[src/pkg/nvc_regs.svh]
`ifndef NVC_REGS_SVH
`define NVC_REGS_SVH
// command sequence addresses, lower 16 bits only
`define NVC_SEQ_A0        16'h4e38
`define NVC_SEQ_A1        16'hb1c7
`define NVC_SEQ_A2        16'h83e0
`define NVC_SEQ_A3        16'h7c1f
`define NVC_SEQ_A4        16'h703f
`define NVC_SEQ_STORE     16'h8fc0
`define NVC_SEQ_RECALL    16'h4c63
`define NVC_SEQ_INH_ON    16'h8b45
`define NVC_SEQ_INH_OFF   16'h4b46
// timing, ns, at 4 ns per cycle
`define NVC_CLK_NS        4
`define NVC_STROBE_NS     48
`define NVC_STROBE_CYC    ((`NVC_STROBE_NS + `NVC_CLK_NS - 1) / `NVC_CLK_NS)
`define NVC_SETUP_NS      8
`define NVC_SETUP_CYC     ((`NVC_SETUP_NS + `NVC_CLK_NS - 1) / `NVC_CLK_NS)
`define NVC_STORE_NS      10000000
`define NVC_STORE_CYC     ((`NVC_STORE_NS + `NVC_CLK_NS - 1) / `NVC_CLK_NS)
`define NVC_RECALL_NS     20000
`define NVC_RECALL_CYC    ((`NVC_RECALL_NS + `NVC_CLK_NS - 1) / `NVC_CLK_NS)
`define NVC_RESTORE_NS    5000000
`define NVC_RESTORE_CYC   ((`NVC_RESTORE_NS + `NVC_CLK_NS - 1) / `NVC_CLK_NS)
`endif

[src/pkg/nvc_pkg.sv]
package nvc_pkg;
  typedef enum logic [2:0] {
    NVC_OP_READ, NVC_OP_WRITE, NVC_OP_STORE, NVC_OP_RECALL, NVC_OP_INH_ON, NVC_OP_INH_OFF
  } nvc_op_e;
  typedef enum {NVC_IDLE, NVC_SETUP, NVC_STROBE, NVC_GAP, NVC_WAIT} nvc_state_e;
endpackage

[src/pkg/nvc_cyc_if.sv]
`timescale 1ns/100ps
interface nvc_cyc_if;
  logic        start;
  logic        is_write;
  logic [16:0] addr;
  logic [7:0]  wdata;
  logic        done;
  logic [7:0]  rdata;
  modport ctl (output start, output is_write, output addr, output wdata, input done, input rdata);
  modport phy (input start, input is_write, input addr, input wdata, output done, output rdata);
endinterface

[src/nvc_bus_cycle.sv]
`timescale 1ns/100ps
`include "nvc_regs.svh"
// one chip-enable controlled bus cycle on the sram pins
module nvc_bus_cycle #(
  parameter int unsigned SETUP_CYC  = `NVC_SETUP_CYC,
  parameter int unsigned STROBE_CYC = `NVC_STROBE_CYC
) (
  input  wire logic        i_core_clk,
  input  wire logic        i_sys_rst,
  nvc_cyc_if.phy           cyc,
  input  wire logic [7:0]  i_data_pins,
  output logic [16:0]      o_addr,
  output logic [7:0]       o_data_pins,
  output logic             o_data_pins_oe,
  output logic             o_ce_n,
  output logic             o_we_n,
  output logic             o_oe_n
);
  typedef struct packed {
    nvc_pkg::nvc_state_e st;
    logic [7:0]  cnt;
    logic        wr;
    logic [16:0] addr;
    logic [7:0]  data;
    logic        data_oe;
    logic        ce_n;
    logic        we_n;
    logic        oe_n;
    logic        done;
    logic [7:0]  rdata;
  } nvc_phy_s;
  nvc_phy_s s_q, s_d;

  always_comb begin
    s_d = s_q;
    s_d.done = 1'b0;
    case (s_q.st)
      nvc_pkg::NVC_IDLE: begin
        s_d.ce_n = 1'b1;
        s_d.we_n = 1'b1;
        s_d.oe_n = 1'b1;
        if (cyc.start) begin
          s_d.wr   = cyc.is_write;
          s_d.addr = cyc.addr;
          s_d.data = cyc.wdata;
          // drive data only on writes; oe kept high to avoid contention
          s_d.data_oe = cyc.is_write;
          s_d.cnt  = 8'(SETUP_CYC);
          s_d.st   = nvc_pkg::NVC_SETUP;
        end
      end
      nvc_pkg::NVC_SETUP: begin
        if (s_q.cnt <= 8'h01) begin
          // reads keep we high, oe low: both needed for a command step
          s_d.ce_n = 1'b0;
          s_d.we_n = ~s_q.wr;
          s_d.oe_n = s_q.wr;
          s_d.cnt  = 8'(STROBE_CYC);
          s_d.st   = nvc_pkg::NVC_STROBE;
        end else begin
          s_d.cnt = s_q.cnt - 8'h01;
        end
      end
      nvc_pkg::NVC_STROBE: begin
        if (s_q.cnt <= 8'h01) begin
          // chip enable ends the cycle; data sampled while still valid
          s_d.ce_n  = 1'b1;
          s_d.we_n  = 1'b1;
          s_d.oe_n  = 1'b1;
          s_d.rdata = s_q.wr ? s_q.rdata : i_data_pins;
          s_d.st    = nvc_pkg::NVC_GAP;
        end else begin
          s_d.cnt = s_q.cnt - 8'h01;
        end
      end
      nvc_pkg::NVC_GAP: begin
        s_d.data_oe = 1'b0;
        s_d.done  = 1'b1;
        s_d.st    = nvc_pkg::NVC_IDLE;
      end
      default: s_d.st = nvc_pkg::NVC_IDLE;
    endcase
  end

  always_ff @(posedge i_core_clk) begin
    if (i_sys_rst) begin
      s_q <= '{st: nvc_pkg::NVC_IDLE, cnt: 8'h00, wr: 1'b0, addr: 17'h00000, data: 8'h00, data_oe: 1'b0,
               ce_n: 1'b1, we_n: 1'b1, oe_n: 1'b1, done: 1'b0, rdata: 8'h00};
    end else begin
      s_q <= s_d;
    end
  end

  assign o_addr         = s_q.addr;
  assign o_data_pins    = s_q.data;
  assign o_data_pins_oe = s_q.data_oe;
  assign o_ce_n         = s_q.ce_n;
  assign o_we_n         = s_q.we_n;
  assign o_oe_n         = s_q.oe_n;
  assign cyc.done       = s_q.done;
  assign cyc.rdata      = s_q.rdata;

  AST_WE_NOT_WITH_OE: assert property (@(posedge i_core_clk) disable iff (i_sys_rst)
    !(s_q.we_n == 1'b0 && s_q.oe_n == 1'b0)) else $error("write and output enable low together");
  AST_DRIVE_ONLY_WRITE: assert property (@(posedge i_core_clk) disable iff (i_sys_rst)
    (s_q.data_oe && !s_q.ce_n) |-> !s_q.we_n) else $error("data driven outside a write strobe");
endmodule // nvc_bus_cycle

[src/nvc_host.sv]
`timescale 1ns/100ps
`include "nvc_regs.svh"
module nvc_host #(
  parameter int unsigned STORE_CYC   = `NVC_STORE_CYC,
  parameter int unsigned RECALL_CYC  = `NVC_RECALL_CYC,
  parameter int unsigned RESTORE_CYC = `NVC_RESTORE_CYC
) (
  input  wire logic        i_core_clk,
  input  wire logic        i_sys_rst,
  input  wire logic        i_req,
  input  wire nvc_pkg::nvc_op_e i_op,
  input  wire logic [16:0] i_addr,
  input  wire logic [7:0]  i_wdata,
  input  wire logic        i_pwr_fail,
  input  wire logic [7:0]  i_data_pins,
  output logic             o_busy,
  output logic             o_done,
  output logic             o_refused,
  output logic [7:0]       o_rdata,
  output logic             o_inhibit_sent,
  output logic [16:0]      o_addr,
  output logic [7:0]       o_data_pins,
  output logic             o_data_pins_oe,
  output logic             o_ce_n,
  output logic             o_we_n,
  output logic             o_oe_n
);
  nvc_cyc_if cyc ();

  typedef struct packed {
    nvc_pkg::nvc_state_e st;
    nvc_pkg::nvc_op_e    op;
    logic        cmd;
    logic [2:0]  step;
    logic [15:0] last;
    logic [23:0] wait_cnt;
    logic        pf_prev;
    logic        busy;
    logic        done;
    logic        refused;
    logic [7:0]  rdata;
    logic        inh;
    logic        start;
    logic        is_write;
    logic [16:0] addr;
    logic [7:0]  wdata;
  } nvc_host_s;
  nvc_host_s s_q, s_d;

  // prefix address by step; msb forced low
  function automatic logic [16:0] prefix_addr(input logic [2:0] step);
    case (step)
      3'h0:    prefix_addr = {1'b0, `NVC_SEQ_A0};
      3'h1:    prefix_addr = {1'b0, `NVC_SEQ_A1};
      3'h2:    prefix_addr = {1'b0, `NVC_SEQ_A2};
      3'h3:    prefix_addr = {1'b0, `NVC_SEQ_A3};
      default: prefix_addr = {1'b0, `NVC_SEQ_A4};
    endcase
  endfunction

  function automatic logic [15:0] final_addr(input nvc_pkg::nvc_op_e op);
    case (op)
      nvc_pkg::NVC_OP_STORE:  final_addr = `NVC_SEQ_STORE;
      nvc_pkg::NVC_OP_RECALL: final_addr = `NVC_SEQ_RECALL;
      nvc_pkg::NVC_OP_INH_ON: final_addr = `NVC_SEQ_INH_ON;
      default:                final_addr = `NVC_SEQ_INH_OFF;
    endcase
  endfunction

  always_comb begin
    s_d = s_q;
    s_d.done    = 1'b0;
    s_d.refused = 1'b0;
    s_d.start   = 1'b0;
    s_d.pf_prev = i_pwr_fail;
    case (s_q.st)
      nvc_pkg::NVC_IDLE: begin
        s_d.busy = 1'b0;
        if (s_q.pf_prev && !i_pwr_fail) begin
          s_d.wait_cnt = 24'(RESTORE_CYC);
          s_d.busy     = 1'b1;
          s_d.st       = nvc_pkg::NVC_WAIT;
        end else if (i_req) begin
          s_d.op = i_op;
          if (i_pwr_fail && i_op != nvc_pkg::NVC_OP_READ) begin
            s_d.refused = 1'b1;
            s_d.done    = 1'b1;
          end else begin
            s_d.busy     = 1'b1;
            s_d.start    = 1'b1;
            s_d.step     = 3'h0;
            s_d.is_write = (i_op == nvc_pkg::NVC_OP_WRITE);
            s_d.wdata    = i_wdata;
            s_d.cmd      = (i_op != nvc_pkg::NVC_OP_READ) && (i_op != nvc_pkg::NVC_OP_WRITE);
            s_d.addr     = s_d.cmd ? prefix_addr(3'h0) : i_addr;
            s_d.last     = final_addr(i_op);
            s_d.st       = nvc_pkg::NVC_STROBE;
          end
        end
      end
      nvc_pkg::NVC_STROBE: begin
        if (cyc.done) begin
          s_d.rdata = cyc.rdata;
          if (s_q.cmd && s_q.step < 3'h5) begin
            s_d.step  = s_q.step + 3'h1;
            s_d.addr  = (s_q.step == 3'h4) ? {1'b0, s_q.last} : prefix_addr(s_q.step + 3'h1);
            s_d.start = 1'b1;
          end else if (s_q.cmd) begin
            s_d.st = nvc_pkg::NVC_WAIT;
            s_d.wait_cnt = (s_q.op == nvc_pkg::NVC_OP_STORE) ? 24'(STORE_CYC) :
                           (s_q.op == nvc_pkg::NVC_OP_RECALL) ? 24'(RECALL_CYC) : 24'h000001;
            if (s_q.op == nvc_pkg::NVC_OP_INH_ON) s_d.inh = 1'b1;
            if (s_q.op == nvc_pkg::NVC_OP_INH_OFF) s_d.inh = 1'b0;
          end else begin
            s_d.done = 1'b1;
            s_d.busy = 1'b0;
            s_d.st   = nvc_pkg::NVC_IDLE;
          end
        end
      end
      nvc_pkg::NVC_WAIT: begin
        if (s_q.wait_cnt <= 24'h000001) begin
          s_d.done = 1'b1;
          s_d.busy = 1'b0;
          s_d.st   = nvc_pkg::NVC_IDLE;
        end else begin
          s_d.wait_cnt = s_q.wait_cnt - 24'h000001;
        end
      end
      default: s_d.st = nvc_pkg::NVC_IDLE;
    endcase
  end

  always_ff @(posedge i_core_clk) begin
    if (i_sys_rst) begin
      s_q <= '{st: nvc_pkg::NVC_IDLE, op: nvc_pkg::NVC_OP_READ, cmd: 1'b0, step: 3'h0, last: 16'h0000,
               wait_cnt: 24'h000000, pf_prev: 1'b0, busy: 1'b0, done: 1'b0, refused: 1'b0, rdata: 8'h00,
               inh: 1'b0, start: 1'b0, is_write: 1'b0, addr: 17'h00000, wdata: 8'h00};
    end else begin
      s_q <= s_d;
    end
  end

  assign cyc.start    = s_q.start;
  assign cyc.is_write = s_q.is_write;
  assign cyc.addr     = s_q.addr;
  assign cyc.wdata    = s_q.wdata;

  nvc_bus_cycle nvc_bus_cycle_inst (
    .i_core_clk     (i_core_clk),
    .i_sys_rst      (i_sys_rst),
    .cyc            (cyc.phy),
    .i_data_pins    (i_data_pins),
    .o_addr         (o_addr),
    .o_data_pins    (o_data_pins),
    .o_data_pins_oe (o_data_pins_oe),
    .o_ce_n         (o_ce_n),
    .o_we_n         (o_we_n),
    .o_oe_n         (o_oe_n)
  );

  assign o_busy         = s_q.busy;
  assign o_done         = s_q.done;
  assign o_refused      = s_q.refused;
  assign o_rdata        = s_q.rdata;
  assign o_inhibit_sent = s_q.inh;

  AST_CMD_WE_HIGH: assert property (@(posedge i_core_clk) disable iff (i_sys_rst)
    (s_q.cmd && s_q.st == nvc_pkg::NVC_STROBE) |-> o_we_n) else $error("write strobe in command");
  AST_CMD_MSB_ZERO: assert property (@(posedge i_core_clk) disable iff (i_sys_rst)
    (s_q.cmd && !o_ce_n) |-> !o_addr[16]) else $error("command address msb set");
  AST_PF_REFUSE: assert property (@(posedge i_core_clk) disable iff (i_sys_rst)
    (s_q.st == nvc_pkg::NVC_IDLE && i_req && i_pwr_fail && i_op != nvc_pkg::NVC_OP_READ)
    |=> o_refused) else $error("request not refused under power fail");
  AST_WAIT_QUIET: assert property (@(posedge i_core_clk) disable iff (i_sys_rst)
    (s_q.st == nvc_pkg::NVC_WAIT) |-> (o_ce_n && !o_data_pins_oe)) else $error("bus active during wait");
  AST_SEQ_END: assert property (@(posedge i_core_clk) disable iff (i_sys_rst)
    (s_q.cmd && s_q.step == 3'h5 && cyc.done && s_q.st == nvc_pkg::NVC_STROBE) |=> s_q.st == nvc_pkg::NVC_WAIT)
    else $error("sequence did not enter wait");
  AST_CMD_OE_LOW: assert property (@(posedge i_core_clk) disable iff (i_sys_rst)
    (s_q.cmd && !o_ce_n) |-> !o_oe_n) else $error("oe high in command read");
  AST_WR_END: assert property (@(posedge i_core_clk) disable iff (i_sys_rst)
    $rose(o_we_n) |-> o_ce_n) else $error("write end without chip enable rise");
  AST_RESTORE: assert property (@(posedge i_core_clk) disable iff (i_sys_rst)
    (s_q.st == nvc_pkg::NVC_IDLE && s_q.pf_prev && !i_pwr_fail) |=> (o_busy && s_q.st == nvc_pkg::NVC_WAIT))
    else $error("no restore wait after power return");
endmodule // nvc_host

[config.mk]
export PLATFORM = sky130hd
export DESIGN_NAME = nvc_host
export DESIGN_NICKNAME = d
export VERILOG_FILES = /design/src/pkg/nvc_pkg.sv /design/src/pkg/nvc_cyc_if.sv /design/src/nvc_bus_cycle.sv /design/src/nvc_host.sv
export VERILOG_INCLUDE_DIRS = /design/src /design/src/pkg
export SDC_FILE = /design/constraint.sdc
export NUM_CORES = 1
export LEC_CHECK = 0
export BUFFER_PORTS_ARGS = -buffer_cell sky130_fd_sc_hd__buf_4
export CORE_AREA = 2 2 114 116
export DETAILED_ROUTE_END_ITERATION = 12
export DIE_AREA = 0 0 116 118
export GPL_ROUTABILITY_DRIVEN = 0
export PLACE_DENSITY = 0.73
export SLEW_MARGIN = 20
export SYNTH_ARGS = -nofsm -noshare
export SYNTH_HDL_FRONTEND = slang
export SYNTH_SLANG_ARGS = --single-unit
[constraint.sdc]
create_clock -name i_core_clk -period 2.2 [get_ports i_core_clk]
set_input_delay 0.22 -clock i_core_clk [delete_from_list [all_inputs] [get_ports i_core_clk]]
set_output_delay 0.22 -clock i_core_clk [all_outputs]
set_load 0.01 [all_outputs]
==> qor.csv, run 1 <==
stage,metric,value,unit
power,Static Leak,3.11,nW
logic_synthesis,Syn Inst Count,815,
sta,minimum clock period,2.10,ns
clock_network,Clock Tree Buf Depth,2,
clock_network,H-tree depth,4,
logic_synthesis,top_reg_cell synth,dfxtp_1,
logic_synthesis,main combinational cell family by area after synthesis,simple AND/OR/NAND/NOR gates,
worst_setup_path,FF-to-FF path depth,7,
sta,Slew Limit Fails,0,
logic_synthesis,Post-Synth Adder-Cell Area,3.64,%
die,die width,116,um
sta,Setup-failing EPs final,0,
detailed_routing,routed wire length,16.7,mm
worst_setup_path,worst setup path class,reg -> reg,
power,Switching Share,27.8,%
global_routing,grt total ovfl,0,
clock_network,Skew-Pair Late Insertion Delay,0.42,ns
cells_and_area,share of post-route cells with drive strength above 1,22.3,%
clock_network,CTS tree,yes,
cells_and_area,fin area,8010,sq um
clock_network,CTS sink count,131,
cells_and_area,ant diodes,0,
logic_synthesis,Mapped Area,6530,sq um
placement,HPWL Detailed,11.3,mm
hold_path,Hold Path Stages,3,
hold_path,hold path endpoint,nvc_bus_cycle_inst.cyc.rdata[4]$_SDFFE_PP0P_,
worst_setup_path,crit path max fanout,8,
global_routing,first-pass GRT wire length,26.7,mm
die,Initial Util,52.6,%
power,power share of the sequential group,38.2,%
detailed_routing,Post-DRT Antenna Nets,0,
run,max_cap viols,0,
power,Pwr per Cell Area,850,nW/um^2
worst_setup_path,WP data required,2.50,ns
cells_and_area,most frequent cells in the layout,"buf_4, dfxtp_1, nand2_1, a21oi_1, nor2_1",
die,Ports,81,
detailed_routing,DRC,0,
detailed_routing,post-DR vias/cell,5.71,
detailed_routing,via count,6130,
global_routing,gr usage total,24.1,%
logic_synthesis,Synth Area in Compound Gates,21.4,%
logic_synthesis,Post-synth EDFFs,0,
detailed_routing,Routed WL per cell,15.5,um
die,cell row count,41,
placement,dpl cell area,7290,sq um
sta,worst slew pin tran,0.619,ns
logic_synthesis,Synth cell types,71,
clock_network,CTS Root Cell,clkbuf_16,
power,peak supply drop,0.493,mV
logic_synthesis,Synth Area in Simple Gates,22.4,%
sta,Final Cycle Share,95.5,%
power,Net Sw Power,0.00189,W
hold_path,Hold Crit Start,i_data_pins[4],
logic_synthesis,"Seq/Total Area, Yosys",40.2,%
sta,Worst Skew,0.00526,ns
sta,Slew HR,58.7,%
sta,Fin. Hold Viols,0,
cells_and_area,"most common cell after layout, fill and taps aside",buf_4,
logic_synthesis,Yosys Warn Count,0,
worst_setup_path,RR Endpoint,nvc_bus_cycle_inst.cyc.rdata[0]$_SDFFE_PP0P_,
logic_synthesis,syn nets,874,
worst_setup_path,reg2reg setup slack,0.1,ns
logic_synthesis,XOR/XNOR share of the synthesized area,1.21,%
power,combinational power share,20.3,%
clock_network,"Hold-fix buffers, CTS",0,
global_routing,pin count of the biggest net entering global routing,38,
detailed_routing,Iter 0 DRT Violations,556,
cells_and_area,fill count,1040,
power,PnR Total Power,0.00681,W
outcome,status,completed,
clock_network,Worst-path clk slew,0.06,ns
logic_synthesis,number of synthesized register bits,131,
cells_and_area,nets,948,
die,Die Y-Extent,118,um
power,Clock power frac,41.5,%
worst_setup_path,CP Data Arrival Time,2.40,ns
power,Internal,0.00492,W
cells_and_area,Area Overhead vs Synth,22.6,%
die,area of the core,12400,sq um
worst_setup_path,CP startpoint kind,flop,
worst_setup_path,reg2reg start,nvc_bus_cycle_inst.s_q[40]$_SDFFE_PP0P_,
sta,Max Fclk,476,MHz
global_routing,initial antenna violation count,0,
logic_synthesis,ys async rst share,0,%
detailed_routing,drt first pass iters,6,
clock_network,CTS Buf Count,17,
die,Die ar.,13700,sq um
global_routing,vias in the first global route,5744,
logic_synthesis,mux share of post-synthesis cell area,2.45,%
placement,Buffers on Ports,80,
worst_setup_path,CP endpoint kind,flop,
hold_path,Hold Crit Class,in -> reg,
logic_synthesis,mean post-synth cell area,8.01,sq um
## registers in the layout, indices dropped and copies added (netlist names), 8 cells and up
register	cells
cyc.addr	17
cyc.wdata	8
nvc_bus_cycle_inst.cyc.rdata	8
nvc_bus_cycle_inst.o_addr	17
nvc_bus_cycle_inst.o_data_pins	8
nvc_bus_cycle_inst.s_q	11
o_rdata	8
s_q	43
## layout make-up
cell class / instances / area (sq um) / area share (%)
Tap cell: 172 / 215 / 2.69
Multi-Input combinational cell: 572 / 3380 / 42.3
Timing Repair Buffer: 143 / 1110 / 13.8
Sequential cell: 131 / 2620 / 32.8
Inverter: 24 / 90.1 / 1.13
Clock buffer: 22 / 454 / 5.67
Clock inverter: 10 / 133 / 1.66
## repair_timing
action,in CTS,in global routing
resized for setup,2,14
setup endpoints to repair,4,26
hold endpoints to repair,0,0
buffers inserted,1,5
cloned,0,1
pin swaps,1,4
## routing by layer
| metal | up-vias | wire (um) | global-route usage [%] |
|---|---|---|---|
| li1 | 2997 | - | - |
| met1 | 2861 | 7380 | 30.8 |
| met2 | 240 | 7650 | 37.2 |
| met3 | 32 | 1330 | 6.85 |
| met4 | 0 | 322 | 11.2 |
| met5 | - | 0 | 0 |
## synthesized netlist by cell type, types with 4 or more instances
| master | instances | area (sq um) |
|---|---|---|
| buf_4 | 36 | 270 |
| o211ai_1 | 6 | 45.0 |
| nor2_1 | 79 | 297 |
| nor2b_1 | 6 | 37.5 |
| a31oi_1 | 13 | 81.3 |
| buf_2 | 5 | 25.0 |
| nor3_1 | 16 | 80.1 |
| clkbuf_1 | 43 | 161 |
| nand4_1 | 8 | 50.1 |
| a32oi_1 | 4 | 35.0 |
| a21oi_1 | 80 | 400 |
| nand3b_1 | 5 | 37.5 |
| nand2_1 | 118 | 443 |
| a311oi_1 | 7 | 61.3 |
| inv_1 | 23 | 86.3 |
| xnor2_1 | 6 | 52.6 |
| ha_1 | 19 | 238 |
| a31o_2 | 7 | 61.3 |
| nand2b_1 | 5 | 31.3 |
| or3_1 | 6 | 37.5 |
| or4_1 | 7 | 52.6 |
| and3_1 | 6 | 37.5 |
| and2_1 | 6 | 37.5 |
| nand3_1 | 19 | 95.1 |
| a211oi_1 | 14 | 105 |
| mux2i_1 | 16 | 160 |
| o21ai_0 | 52 | 260 |
| dfxtp_1 | 131 | 2620 |
| a22oi_1 | 6 | 45.0 |
| nor4_1 | 5 | 31.3 |
## per-stage QoR
step | setup TNS, ns | hold slack, ns | setup WS (ns) | util, % | std cells
6_report | 0 | 0.0380 | 0.0981 | 64.5 | 1074
5_1_grt | -0.00476 | 0.0313 | -0.00476 | 64.5 | 1074
4_1_cts | 0 | 0.0233 | 0.0283 | 63.6 | 1068
3_5_place_dp | -0.0344 | 0.444 | -0.0299 | 58.7 | 1035
3_3_place_gp | 0 | 0.437 | 0.0489 | 58.7 | 1035
2_1_floorplan | 0 | 0.356 | 0.0369 | - | 815
## power by group through the flow
stage	logic, W	clock network, W	registers (W)
after floorplan	0.000851	0	0.00264
after CTS	0.00129	0.00285	0.00260
final	0.00138	0.00282	0.00260
after detailed placement	0.00126	0	0.00265
after global placement	0.00123	0	0.00264
after global routing	0.00151	0.00297	0.00261
## worst max-delay path by stage
| stage | slack (ns) | to | cells after the start | startpoint |
|---|---|---|---|---|
| after floorplan | 0.04 | s_q[42]$_SDFFE_PP0P_ | 8 | s_q[89]$_SDFFE_PP0P_ |
| after global placement | 0.05 | s_q[47]$_SDFFE_PP0P_ | 6 | s_q[42]$_SDFFE_PP0P_ |
| after detailed placement | -0.03 | s_q[47]$_SDFFE_PP0P_ | 6 | s_q[42]$_SDFFE_PP0P_ |
| after CTS | 0.03 | cyc.addr[1]$_SDFFE_PP0P_ | 8 | s_q[89]$_SDFFE_PP0P_ |
| after global routing | -0.005 | s_q[62]$_SDFFE_PP0P_ | 9 | s_q[41]$_SDFFE_PP0P_ |
| final | 0.1 | nvc_bus_cycle_inst.cyc.rdata[0]$_SDFFE_PP0P_ | 7 | nvc_bus_cycle_inst.s_q[40]$_SDFFE_PP0P_ |
## logic make-up (layout without fill, tap and decap cells)
family / count (synthesis) / count (layout)
multiplexers: 16 / 16
XOR/XNOR: 9 / 9
buffers and inverters: 112 / 199
AND/OR/NAND/NOR: 304 / 304
flip-flops: 131 / 131
AO/OA/AOI/OAI: 224 / 224
adder cells (fa/ha/maj): 19 / 19
## critical path, cell delays in order, from the launching register on
cell	delay, ns
dfxtp_1	0.35
inv_1	0.09
ha_1	0.24
o21ba_2	0.20
and3_1	0.20
and3b_1	0.57
mux2i_1	0.26
nor2_1	0.06
Power figures use the tool's default switching activity.
==> inputs of run 2 (changes only) <==
--- a/config.mk
+++ b/config.mk
@@ -12,6 +12,7 @@
 export DIE_AREA = 0 0 116 118
 export GPL_ROUTABILITY_DRIVEN = 0
 export PLACE_DENSITY = 0.73
+export SETUP_SLACK_MARGIN = 0.3
 export SLEW_MARGIN = 20
 export SYNTH_ARGS = -nofsm -noshare
 export SYNTH_HDL_FRONTEND = slang
==> run 2 against run 1 <==
  * Core utilization grew 4.4 points
  * Critical path depth shrank 2
  * Clock skew grew 0.0014 ns
  * Critical endpoint is now s_q[54]$_SDFFE_PP0P_
==> qor.csv, run 2 (synthesized netlist as in run 1, its figures left out) <==
stage,metric,value,unit
outcome,status,completed,
clock_network,Clock Tree Buf Depth,2,
cells_and_area,share of post-route cells with drive strength above 1,28.9,%
sta,Setup-failing EPs final,0,
sta,setup slack after layout,0.0957,ns
detailed_routing,Post-DRT Antenna Nets,0,
hold_path,Hold Crit Class,in -> reg,
worst_setup_path,CP Data Arrival Time,2.47,ns
detailed_routing,routed wl met3,1.61,mm
detailed_routing,Iter 0 DRT Violations,610,
clock_network,CTS Root Cell,clkbuf_16,
clock_network,CTS sink count,131,
sta,Slew Limit Fails,0,
detailed_routing,via count,6482,
global_routing,pin count of the biggest net entering global routing,37,
clock_network,H-tree depth,4,
detailed_routing,Post-Route M1 WL,7.65,mm
power,Pwr per Cell Area,852,nW/um^2
clock_network,Skew-Pair Late Insertion Delay,0.43,ns
power,combinational power share,22.9,%
detailed_routing,drt first pass iters,5,
power,Net Sw Power,0.00207,W
sta,worst slew pin tran,0.620,ns
die,Initial Util,52.6,%
detailed_routing,DRC,0,
detailed_routing,top layer in use,met4,
global_routing,initial antenna violation count,0,
cells_and_area,Area Overhead vs Synth,31.0,%
die,die width,116,um
global_routing,grt total ovfl,0,
clock_network,CTS Buf Count,17,
sta,setup TNS,0,ns
global_routing,first-pass GRT wire length,27.7,mm
hold_path,Hold Path Stages,3,
sta,Final Cycle Share,95.6,%
placement,Setup WS pre-CTS,0.0129,ns
sta,unrepaired setup endpoints after global routing,true,
die,cell row count,41,
power,peak supply drop,0.470,mV
detailed_routing,Met2 Wirelength,9.13,mm
detailed_routing,post-DR vias/cell,5.97,
sta,Fin. Hold Viols,0,
power,Clock power frac,41.1,%
clock_network,Worst-path clk slew,0.06,ns
sta,Max Fclk,475,MHz
run,max_cap viols,0,
global_routing,vias in the first global route,5703,
cells_and_area,fin area,8550,sq um
cells_and_area,Top reg by flops,s_q,
power,Internal,0.00522,W
power,power share of the sequential group,36.0,%
worst_setup_path,FF-to-FF path depth,5,
power,Switching Share,28.4,%
sta,Worst Skew,0.00664,ns
clock_network,CTS tree,yes,
cells_and_area,nets,961,
placement,dpl cell area,7320,sq um
sta,Slew HR,58.5,%
die,Ports,81,
cells_and_area,ant diodes,0,
die,area of the core,12400,sq um
die,Die ar.,13700,sq um
die,Die Y-Extent,118,um
cells_and_area,most frequent cells in the layout,"buf_4, dfxtp_1, nand2_1, a21oi_1, nor2_1",
detailed_routing,Routed WL per cell,17.4,um
worst_setup_path,WP data required,2.56,ns
detailed_routing,routed wire length,18.9,mm
worst_setup_path,worst setup path class,reg -> reg,
sta,minimum clock period,2.10,ns
worst_setup_path,CP startpoint kind,flop,
placement,Buffers on Ports,80,
global_routing,gr usage total,25.3,%
clock_network,"Hold-fix buffers, CTS",0,
power,Static Leak,3.31,nW
cells_and_area,max reg flops,43,
worst_setup_path,crit path max fanout,5,
placement,HPWL Detailed,11.5,mm
cells_and_area,"most common cell after layout, fill and taps aside",buf_4,
worst_setup_path,CP endpoint kind,flop,
run 2: cell count changes in the layout (fill, tap and decap cells not counted), sizes merged:
cell,previous run,this run
and2,6,7
buf,142,151
bufinv,3,4
clkbuf,23,25
clkinv,5,6
clkinvlp,3,1
run 2: layout make-up:
| type | instances | area (sq um) |
|---|---|---|
| fill | 983 | 3860 |
| multi-input combinational | 573 | 3650 |
| sequential | 131 | 2640 |
| timing repair buffer | 155 | 1330 |
| clock buffer | 21 | 460 |
| tap | 172 | 215 |
| clock inverter | 10 | 156 |
| inverter | 24 | 96.3 |
run 2: final timing paths:
| check | from | slack (ns) | endpoint |
|---|---|---|---|
| worst max-delay path | s_q[47]$_SDFFE_PP0P_ | 0.1 | s_q[54]$_SDFFE_PP0P_ |
| worst max register to register | s_q[47]$_SDFFE_PP0P_ | 0.1 | s_q[54]$_SDFFE_PP0P_ |
| worst min-delay path | i_data_pins[7] | 0.03 | nvc_bus_cycle_inst.cyc.rdata[7]$_SDFFE_PP0P_ |
| worst min register to register | nvc_bus_cycle_inst.cyc.rdata[5]$_SDFFE_PP0P_ | 0.45 | o_rdata[5]$_SDFFE_PP0P_ |
run 2: stage by stage:
step,instances,power [W],hold slack [ns],util (%)
floorplan,815,0.00357,0.356,-
global placement,1023,0.00388,0.438,58.9
detailed placement,1023,0.00392,0.446,58.9
CTS,1069,0.00704,0.0197,65.5
global route,1086,0.00755,0.0291,68.9
finish,1086,0.00728,0.0294,68.9
run 2: worst max-delay path, cell delays in order (launching register included):
cell,delay (ns)
dfxtp_2,0.34
or4_4,0.57
nor4_4,0.43
nand3b_2,0.13
or4_4,0.43
a21oi_2,0.15
run 2: per-layer routing:
metal	global-route usage, %	vias to the layer above
li1	-	3031
met1	32.8	3042
met2	40.4	356
met3	5.56	53
met4	10.8	0
met5	0	-
run 2: power groups by stage:
stage	sequential (W)	clock [W]	combinational (W)
6_report	0.00262	0.00299	0.00167
5_1_grt	0.00264	0.00314	0.00177
4_1_cts	0.00261	0.00301	0.00142
3_5_place_dp	0.00266	0	0.00127
3_3_place_gp	0.00265	0	0.00123
2_1_floorplan	0.00264	0	0.000927
run 2: what timing repair did:
action                     in CTS  in global routing
pin swaps                      15                 21
setup endpoints to repair      64                 64
resized for setup              23                 52
gates cloned                    0                  6
setup buffers                  15                 11
